### config.mk
export PLATFORM = sky130hd
export DESIGN_NAME = mmd_bus
export DESIGN_NICKNAME = d
export VERILOG_FILES = /design/src/mmd_pkg.sv /design/src/mmd_bus.sv
export SDC_FILE = /design/constraint.sdc
export NUM_CORES = 1
export LEC_CHECK = 0
export BUFFER_PORTS_ARGS = -buffer_cell sky130_fd_sc_hd__buf_2
export CORE_ASPECT_RATIO = 1.75
export CORE_MARGIN = 3
export CORE_UTILIZATION = 48
export DETAILED_ROUTE_END_ITERATION = 16
export PLACE_DENSITY = 0.85
export SYNTH_ARGS = -nofsm -noshare
export SYNTH_HDL_FRONTEND = slang
export SYNTH_SLANG_ARGS = --single-unit
### constraint.sdc
create_clock -name clock -period 1.8 [get_ports clock]
set_input_delay 0.18 -clock clock [delete_from_list [all_inputs] [get_ports clock]]
set_output_delay 0.18 -clock clock [all_outputs]
set_load 0.05 [all_outputs]
### src/mmd_pkg.sv
/*
 * mmd_pkg: constants for the memory map decode and expansion bus block.
 * Assumes a single core clock and byte-wide special function registers.
 */
package mmd_pkg;
   // special function register addresses
   localparam logic [7:0] SFR_PTR0_LO = 8'h82;
   localparam logic [7:0] SFR_PTR0_HI = 8'h83;
   localparam logic [7:0] SFR_PTR1_LO = 8'h84;
   localparam logic [7:0] SFR_PTR1_HI = 8'h85;
   localparam logic [7:0] SFR_PTR_SEL = 8'h86;
   localparam logic [7:0] SFR_PAGE = 8'h92;
   localparam logic [7:0] SFR_RESET_VAL = 8'h00;
   localparam int PTR_SEL_BIT = 0;
   // memory map
   localparam logic [15:0] RAM_LO = 16'h0000;
   localparam logic [15:0] RAM_HI = 16'h1b3f;
   localparam logic [15:0] ALIAS_LO = 16'h1b40;
   localparam logic [15:0] ALIAS_HI = 16'h1fff;
   localparam logic [15:0] ISO_LO = 16'h2000;
   localparam logic [15:0] ISO_HI = 16'h27ff;
   localparam logic [15:0] BULK_LO = 16'h7b40;
   localparam logic [15:0] BULK_HI = 16'h7f3f;
   localparam logic [15:0] CTRL_LO = 16'h7f40;
   localparam logic [15:0] CTRL_HI = 16'h7fff;
   localparam logic [15:0] ISO_CTRL_ADDR = 16'h7fa1;
   localparam int ISO_DIS_BIT = 0;
   localparam logic ISO_DIS_RESET = 1'b0;
   // one bus cycle is four clocks; an access is two bus cycles
   localparam int CLOCKS_PER_CYCLE = 4;
   localparam int CYCLES_PER_ACCESS = 2;
   localparam int BOOT_WAIT = 3;
   typedef enum logic [1:0] {
      MMD_ADDR_DIRECT,
      MMD_ADDR_POINTER,
      MMD_ADDR_PAGED
   } mmd_mode_type;
   typedef enum logic [2:0] {
      MMD_REG_EXT,
      MMD_REG_RAM,
      MMD_REG_BULK,
      MMD_REG_CTRL,
      MMD_REG_ISO
   } mmd_region_type;
endpackage : mmd_pkg

### src/mmd_bus.sv
/*
 * mmd_bus: address decode, expansion bus strobes, data pointers and
 * core reset hold for the processor core.
 * Assumes the core, the sfr port and the internal memories share clock;
 * the strap, code select and external data pins are asynchronous.
 */
// Notes on behaviour
// - low ram 0000-1b3f decoded internal
// - code select pin picks low code source
// - select low: code and data share ram
// - select high: every code fetch goes external
// - bulk buffers mapped at 7b40-7f3f
// - control registers mapped at 7f40-7fff
// - 8k variant aliases buffers at 1b40-1f3f
// - iso disable maps fifo ram 2000-27ff
// - iso disable bit resets to zero
// - separate 16-bit address, 8-bit data, no latch
// - core sole master, address output only
// - each byte moves in eight clocks
// - read/write strobes share port c pins
// - fetch, read, write strobes by access kind
// - core reset driven by host bit
// - core held after power-up until host clears
// - nonvolatile boot releases core automatically
// - page byte supplies paged high address
// - pointer select lsb picks data pointer
// - no read/write strobes for internal addresses
// - select and output enable combine strobes
// - select low: no fetch strobe below 1b40
// - iso disable suppresses data strobes at 2000-27ff
`timescale 1ns/100ps
`default_nettype none
module mmd_bus #(
   parameter bit RAM_8K = 1'b1
) (
   input wire logic clock,
   input wire logic rst,
   input wire logic external_code_select,
   input wire logic nvm_boot_strap,
   input wire logic expansion_enable,
   input wire logic port_c_bit_seven,
   input wire logic port_c_bit_six,
   input wire logic host_hold_write,
   input wire logic host_hold_value,
   input wire logic core_req,
   input wire logic core_code,
   input wire logic core_write,
   input wire logic [1:0] core_mode,
   input wire logic [15:0] core_addr,
   input wire logic [7:0] core_wdata,
   output logic core_busy,
   output logic core_ack,
   output logic [7:0] core_rdata,
   output logic core_reset,
   input wire logic sfr_write,
   input wire logic [7:0] sfr_addr,
   input wire logic [7:0] sfr_wdata,
   output logic [7:0] sfr_rdata,
   output logic int_req,
   output logic int_we,
   output logic [2:0] int_region,
   output logic [15:0] int_addr,
   output logic [7:0] int_wdata,
   input wire logic [7:0] int_rdata,
   output logic iso_disable_bit,
   output logic [15:0] ext_addr,
   output logic [7:0] ext_data_out,
   output logic ext_data_oe,
   input wire logic [7:0] ext_data_in,
   output logic code_fetch_strobe_n,
   output logic read_strobe_n,
   output logic write_strobe_n,
   output logic chip_select_n,
   output logic output_enable_n
);
   localparam int ACC_CLOCKS =
      mmd_pkg::CLOCKS_PER_CYCLE * mmd_pkg::CYCLES_PER_ACCESS;

   typedef enum logic [1:0] {ST_IDLE, ST_ADDR, ST_STROBE} mmd_state_type;

   mmd_state_type state_reg;
   logic [1:0] cnt_reg;
   logic ea_s1_reg, ea_s2_reg, nvm_s1_reg, nvm_s2_reg;
   logic [7:0] din_s1_reg, din_s2_reg;
   logic [7:0] ptr0_lo_reg, ptr0_hi_reg, ptr1_lo_reg, ptr1_hi_reg;
   logic [7:0] ptr_sel_reg, page_reg;
   logic is_code_reg, is_wr_reg, is_ext_reg;
   logic [2:0] region_reg;
   logic [15:0] acc_addr_reg;
   logic [7:0] acc_wdata_reg;
   logic [1:0] boot_cnt_reg;
   logic boot_done_reg;
   logic [15:0] eff_addr;
   logic [2:0] eff_region;
   logic pins_on;

   function automatic logic in_rng(input logic [15:0] a,
                                   input logic [15:0] lo,
                                   input logic [15:0] hi);
      in_rng = (a >= lo) && (a <= hi);
   endfunction : in_rng

   // pin inputs pass two flops before use
   always_ff @(posedge clock) begin
      ea_s1_reg <= external_code_select;
      ea_s2_reg <= ea_s1_reg;
      nvm_s1_reg <= nvm_boot_strap;
      nvm_s2_reg <= nvm_s1_reg;
      din_s1_reg <= ext_data_in;
      din_s2_reg <= din_s1_reg;
   end

   // effective address of the access being requested
   always_comb begin
      eff_addr = core_addr;
      if (core_mode == mmd_pkg::MMD_ADDR_POINTER) begin
         if (ptr_sel_reg[mmd_pkg::PTR_SEL_BIT]) begin
            eff_addr = {ptr1_hi_reg, ptr1_lo_reg};
         end else begin
            eff_addr = {ptr0_hi_reg, ptr0_lo_reg};
         end
      end else if (core_mode == mmd_pkg::MMD_ADDR_PAGED) begin
         eff_addr = {page_reg, core_addr[7:0]};
      end
   end

   // decode: code fetches consult the code select pin, data does not
   always_comb begin
      eff_region = mmd_pkg::MMD_REG_EXT;
      if (core_code) begin
         if (!ea_s2_reg && in_rng(eff_addr, mmd_pkg::RAM_LO,
                                  mmd_pkg::RAM_HI)) begin
            eff_region = mmd_pkg::MMD_REG_RAM;
         end
         // select high leaves every fetch external
      end else if (in_rng(eff_addr, mmd_pkg::RAM_LO, mmd_pkg::RAM_HI)) begin
         eff_region = mmd_pkg::MMD_REG_RAM;
      end else if (RAM_8K && in_rng(eff_addr, mmd_pkg::ALIAS_LO,
                                    mmd_pkg::ALIAS_HI)) begin
         // alias also covers 1f40-1fff so nothing leaks outside
         eff_region = mmd_pkg::MMD_REG_BULK;
      end else if (iso_disable_bit && in_rng(eff_addr, mmd_pkg::ISO_LO,
                                             mmd_pkg::ISO_HI)) begin
         eff_region = mmd_pkg::MMD_REG_ISO;
      end else if (in_rng(eff_addr, mmd_pkg::BULK_LO, mmd_pkg::BULK_HI)) begin
         eff_region = mmd_pkg::MMD_REG_BULK;
      end else if (in_rng(eff_addr, mmd_pkg::CTRL_LO, mmd_pkg::CTRL_HI)) begin
         eff_region = mmd_pkg::MMD_REG_CTRL;
      end
   end

   // access sequencer: address cycle then strobe cycle
   always_ff @(posedge clock) begin
      if (rst) begin
         state_reg <= ST_IDLE;
         cnt_reg <= 2'h0;
         is_code_reg <= 1'b0;
         is_wr_reg <= 1'b0;
         is_ext_reg <= 1'b0;
         region_reg <= mmd_pkg::MMD_REG_EXT;
         acc_addr_reg <= 16'h0000;
         acc_wdata_reg <= 8'h00;
         core_busy <= 1'b0;
         core_ack <= 1'b0;
         core_rdata <= 8'h00;
         int_req <= 1'b0;
         int_we <= 1'b0;
      end else begin
         core_ack <= 1'b0;
         int_req <= 1'b0;
         int_we <= 1'b0;
         cnt_reg <= cnt_reg + 2'h1;
         unique case (state_reg)
            ST_IDLE: begin
               cnt_reg <= 2'h0;
               if (core_req && !core_reset) begin
                  state_reg <= ST_ADDR;
                  core_busy <= 1'b1;
                  is_code_reg <= core_code;
                  is_wr_reg <= core_write && !core_code;
                  region_reg <= eff_region;
                  is_ext_reg <= eff_region == mmd_pkg::MMD_REG_EXT;
                  acc_addr_reg <= eff_addr;
                  acc_wdata_reg <= core_wdata;
               end
            end
            ST_ADDR: begin
               if (cnt_reg == 2'h3) begin
                  state_reg <= ST_STROBE;
                  int_req <= !is_ext_reg;
                  int_we <= !is_ext_reg && is_wr_reg;
               end
            end
            ST_STROBE: begin
               if (cnt_reg == 2'h3) begin
                  state_reg <= ST_IDLE;
                  core_busy <= 1'b0;
                  core_ack <= 1'b1;
                  if (is_ext_reg) begin
                     core_rdata <= din_s2_reg;
                  end else if (acc_addr_reg == mmd_pkg::ISO_CTRL_ADDR) begin
                     core_rdata <= {7'h00, iso_disable_bit};
                  end else begin
                     core_rdata <= int_rdata;
                  end
               end
            end
         endcase
      end
   end

   always_ff @(posedge clock) begin
      if (rst) begin
         int_region <= mmd_pkg::MMD_REG_EXT;
         int_addr <= 16'h0000;
         int_wdata <= 8'h00;
      end else begin
         int_region <= region_reg;
         int_addr <= acc_addr_reg;
         int_wdata <= acc_wdata_reg;
      end
   end

   // iso control register lives in the control register window
   always_ff @(posedge clock) begin
      if (rst) begin
         iso_disable_bit <= mmd_pkg::ISO_DIS_RESET;
      end else if (int_we && int_addr == mmd_pkg::ISO_CTRL_ADDR) begin
         iso_disable_bit <= int_wdata[mmd_pkg::ISO_DIS_BIT];
      end
   end

   // special function registers
   always_ff @(posedge clock) begin
      if (rst) begin
         ptr0_lo_reg <= mmd_pkg::SFR_RESET_VAL;
         ptr0_hi_reg <= mmd_pkg::SFR_RESET_VAL;
         ptr1_lo_reg <= mmd_pkg::SFR_RESET_VAL;
         ptr1_hi_reg <= mmd_pkg::SFR_RESET_VAL;
         ptr_sel_reg <= mmd_pkg::SFR_RESET_VAL;
         page_reg <= mmd_pkg::SFR_RESET_VAL;
      end else if (sfr_write) begin
         unique case (sfr_addr)
            mmd_pkg::SFR_PTR0_LO: ptr0_lo_reg <= sfr_wdata;
            mmd_pkg::SFR_PTR0_HI: ptr0_hi_reg <= sfr_wdata;
            mmd_pkg::SFR_PTR1_LO: ptr1_lo_reg <= sfr_wdata;
            mmd_pkg::SFR_PTR1_HI: ptr1_hi_reg <= sfr_wdata;
            mmd_pkg::SFR_PTR_SEL: ptr_sel_reg <= sfr_wdata;
            mmd_pkg::SFR_PAGE: page_reg <= sfr_wdata;
            default: ;
         endcase
      end
   end

   always_ff @(posedge clock) begin
      if (rst) begin
         sfr_rdata <= 8'h00;
      end else begin
         unique case (sfr_addr)
            mmd_pkg::SFR_PTR0_LO: sfr_rdata <= ptr0_lo_reg;
            mmd_pkg::SFR_PTR0_HI: sfr_rdata <= ptr0_hi_reg;
            mmd_pkg::SFR_PTR1_LO: sfr_rdata <= ptr1_lo_reg;
            mmd_pkg::SFR_PTR1_HI: sfr_rdata <= ptr1_hi_reg;
            mmd_pkg::SFR_PTR_SEL: sfr_rdata <= ptr_sel_reg;
            mmd_pkg::SFR_PAGE: sfr_rdata <= page_reg;
            default: sfr_rdata <= 8'h00;
         endcase
      end
   end

   // core reset hold; strap sampled only after sync settles
   always_ff @(posedge clock) begin
      if (rst) begin
         core_reset <= 1'b1;
         boot_cnt_reg <= 2'h0;
         boot_done_reg <= 1'b0;
      end else begin
         if (!boot_done_reg) begin
            boot_cnt_reg <= boot_cnt_reg + 2'h1;
         end
         if (!boot_done_reg && boot_cnt_reg == 2'(mmd_pkg::BOOT_WAIT)) begin
            boot_done_reg <= 1'b1;
            if (nvm_s2_reg) begin
               core_reset <= 1'b0;
            end
         end
         // host write wins over the strap release in the same cycle
         if (host_hold_write) begin
            core_reset <= host_hold_value;
         end
      end
   end

   // external pins; strobes only for external regions
   assign pins_on = (state_reg == ST_STROBE) && is_ext_reg;

   always_ff @(posedge clock) begin
      if (rst) begin
         ext_addr <= 16'h0000;
         ext_data_out <= 8'h00;
         ext_data_oe <= 1'b0;
         code_fetch_strobe_n <= 1'b1;
         read_strobe_n <= 1'b1;
         write_strobe_n <= 1'b1;
         chip_select_n <= 1'b1;
         output_enable_n <= 1'b1;
      end else begin
         ext_addr <= acc_addr_reg;
         ext_data_out <= acc_wdata_reg;
         ext_data_oe <= pins_on && is_wr_reg;
         code_fetch_strobe_n <= !(pins_on && is_code_reg);
         // port c bits carry the data strobes only when expanding
         if (expansion_enable) begin
            read_strobe_n <= !(pins_on && !is_code_reg && !is_wr_reg);
            write_strobe_n <= !(pins_on && is_wr_reg);
         end else begin
            read_strobe_n <= port_c_bit_seven;
            write_strobe_n <= port_c_bit_six;
         end
         chip_select_n <= !pins_on;
         output_enable_n <= !(pins_on && !is_wr_reg);
      end
   end
endmodule : mmd_bus
`default_nettype wire

==> results.sh <==
export IMPL_num_vias=5861
export IMPL_ys_seq_area_share_pct=50.09
export IMPL_p_switching_mw=2.442
export IMPL_drt_first_iter_violations=499
export IMPL_synth_edf_count=0
export IMPL_final_nets=936
export IMPL_swShare_pct=29.04
export IMPL_synth_fp_nets=760
export IMPL_grt_max_degree=72
export IMPL_worstSetupStartpointType="flop"
export IMPL_route_detailed_drc=0
export IMPL_rows=55
export IMPL_antenna_found_initial=1
export IMPL_power_density_nw_per_um2=997.3
export IMPL_coreArea_um2=13010
export IMPL_setup_tns_ns=-0.1544
export IMPL_firstDrtPassIters=6
export IMPL_hold_viol_final=0
export IMPL_cap_violations=0
export IMPL_synth_seq_cells=160
export IMPL_utilization_pct=64.83
export IMPL_cts_sinks=160
export IMPL_grt_overflow=0
export IMPL_routedWlPerCell_um=17.40
export IMPL_die_height_um=158.7
export IMPL_power_share_clock_pct=42.9
export IMPL_violations="negative setup slack"
export IMPL_layout_setup_ws_ns=-0.08972
export IMPL_fin_crit_sh_pct=105.0
export IMPL_async_flop_share_pct=0
export IMPL_worst_slew_margin_rel_pct=65.55
export IMPL_peakVddDrop_uv=699.8
export IMPL_met1_length_mm=6.329
export IMPL_status="finished, violations left"
export IMPL_fin_skew_ns=0.01536
export IMPL_fp_dieW_um=93.25
export IMPL_ant_nets=0
export IMPL_place_congestion=0.9186
export IMPL_p_comb_share_pct=12.4
export IMPL_min_delay_path_class="in -> reg"
export IMPL_critPathMaxFanout=4
export IMPL_wl_met3_mm=1.282
export IMPL_via_per_inst=5.609
export IMPL_path_clk_slew_ns=0.07
export IMPL_synth_distinct_cells=61
export IMPL_cts_path_max_buffers=2
export IMPL_grt_pass1_vias=5642
export IMPL_crit_path_end_kind="flop"
export IMPL_start_util_pct=49.17
export IMPL_dieArea_um2=14800
export IMPL_syn_inst=684
export IMPL_htreeDepth=4
export IMPL_num_io_pins=150
export IMPL_cts_buffers=17
export IMPL_slew_viol_final=0
export IMPL_intPower_mw=5.967
export IMPL_setup_violations=2
export IMPL_period_needed_ns=1.890
export IMPL_cts_tree="built"
export IMPL_drt_wl_total_mm=18.18
export IMPL_layout_drive_gt1_share_pct=31.96
export IMPL_fmax_mhz=529.2
export IMPL_worst_slew_pin_slew_ns=0.5168
export IMPL_hpwl_mm=12.52
export IMPL_port_buffers=149
export IMPL_grt_pass1_wl_mm=28.23
export IMPL_ctsRootBufferMaster="clkbuf_16"
export IMPL_crit_arrival_ns=2.25
export IMPL_wl_met2_mm=9.460
export IMPL_p_leak_nw=3.509
export IMPL_rsz0062_at_grt="yes"
export IMPL_highest_layer="met4"
export IMPL_seqPwrFrac_pct=44.6
export IMPL_critPathRequiredTime_ns=2.16
export IMPL_critPathKind="reg -> reg"
export IMPL_track_usage_pct=24.48
export IMPL_clk_latency_ns=0.43
export IMPL_syn_area_per_cell_um2=9.349
export IMPL_yosys_warnings=0
export IMPL_syn_area_um2=6395
export IMPL_ys_flop_type="dfxtp_1"
export IMPL_syn_to_final_growth_pct=31.85
==> critical path, stage by stage (launching register included) <==
cell     delay [ns]
dfxtp_2        0.35
buf_6          0.10
buf_4          0.10
mux2_2         0.33
nand2_1        0.12
a31oi_2        0.13
a31o_4         0.29
a311o_1        0.28
a22oi_2        0.14
==> routing by layer <==
metal | vias to the layer above | track usage [%]
met3 | 79 | 3.924
met5 | - | 0
met2 | 329 | 43.24
li1 | 2735 | -
met4 | 0 | 15.23
met1 | 2718 | 27.11
==> cell families after synthesis <==
family          count (synthesis)  synth area share, %
compound gates                146                15.61
mux                            38                6.065
simple gates                  255                19.76
fa+ha+maj                       5               0.9783
xor+xnor                        4               0.9589
flops                         160                50.09
buf+inv                        76                6.535
==> layout by cell type, fill, tap and decap left out, drive strengths merged, types with 17 or more instances in the layout <==
cell,Yosys,routed
buf,36,203
dfxtp,160,160
nand2,91,91
a21oi,70,70
nor2,51,51
nor2b,35,35
nand3,34,34
mux2i,32,32
dlygate4sd3,0,21
a22oi,19,19
clkbuf,31,17
inv,9,17
==> layout make-up <==
cell class                      count  area, um2
Antenna cell                        1      2.502
Clock buffer                       17      425.4
Clock inverter                     15      182.7
Fill cell                        1038       4574
Inverter                            9      33.78
Multi-Input combinational cell    448       2922
Sequential cell                   160       3206
Tap cell                          171      214.0
Timing Repair Buffer              224       1446
==> power groups by stage <==
stage               Combinational [mW]  Clock (mW)  Sequential (mW)
CTS                               1.01        3.65             3.75
finish                            1.04        3.61             3.75
detailed placement               0.953           0             3.83
global route                      1.12        3.78             3.77
global placement                 0.928           0             3.82
floorplan                        0.547           0             3.91
==> path summary, 6_finish.rpt <==
check | startpoint | end | slack (ns) | cells past startpoint
worst max-delay path | ptr_sel_reg[0]$_SDFFE_PP0P_ | is_ext_reg$_SDFFE_PP0P_ | -0.09 | 8
worst min-delay path | port_c_bit_six | write_strobe_n$_SDFF_PP1_ | 0.02 | 3
worst max register to register | ptr_sel_reg[0]$_SDFFE_PP0P_ | is_ext_reg$_SDFFE_PP0P_ | -0.09 | 8
worst min register to register | nvm_s1_reg$_DFF_P_ | nvm_s2_reg$_DFF_P_ | 0.33 | 0
==> per-stage QoR <==
step	hold slack, ns	instances	power [mW]	area, um2	setup slack, ns
after global placement	0.2823	987	4.747	7465	-0.1126
after detailed placement	0.2838	987	4.780	7465	-0.1828
after CTS	0.008660	1043	8.404	8346	-0.06698
after global routing	0.02720	1045	8.669	8432	-0.1392
final	0.01988	1045	8.409	8432	-0.08972
after floorplan	0.2077	684	4.454	6431	0.0007019
==> synth_stat cells, drive strengths merged (2+ instances only) <==
library cell,number,area share [%]
ha,5,0.98
a21oi,70,5.5
o221ai,2,0.27
nor3b,9,1.1
and2,2,0.20
nor2,51,3.0
nand4,6,0.59
or2,3,0.29
a22oi,19,2.3
nand2,91,5.3
xor2,2,0.39
a222oi,7,1.1
clkbuf,31,1.8
a22o,9,1.2
nand3,34,2.7
and3,5,0.49
a221oi,4,1.2
buf,36,4.2
or3b,2,0.27
dfxtp,160,50
o21ai,6,0.47
mux2,6,1.1
o22ai,2,0.20
or4b,2,0.31
a211oi,9,1.1
xnor2,2,0.57
o211ai,8,0.94
nor4b,3,0.51
inv,9,0.53
nor3,3,0.23
a31oi,3,0.29
nand3b,2,0.23
nand4b,2,0.27
a32oi,2,0.27
nor2b,35,3.4
mux2i,32,5.0
nor4bb,2,0.41
==> timing repair <==
item / in CTS / in global routing
gates resized for setup: 9 / 17
hold buffers: 21 / 0
buffers inserted: 3 / 1
pin swaps: 6 / 5
endpoints found under the setup margin: 11 / 12
endpoints found under the hold margin: 20 / 0
Power figures use the tool's default switching activity.
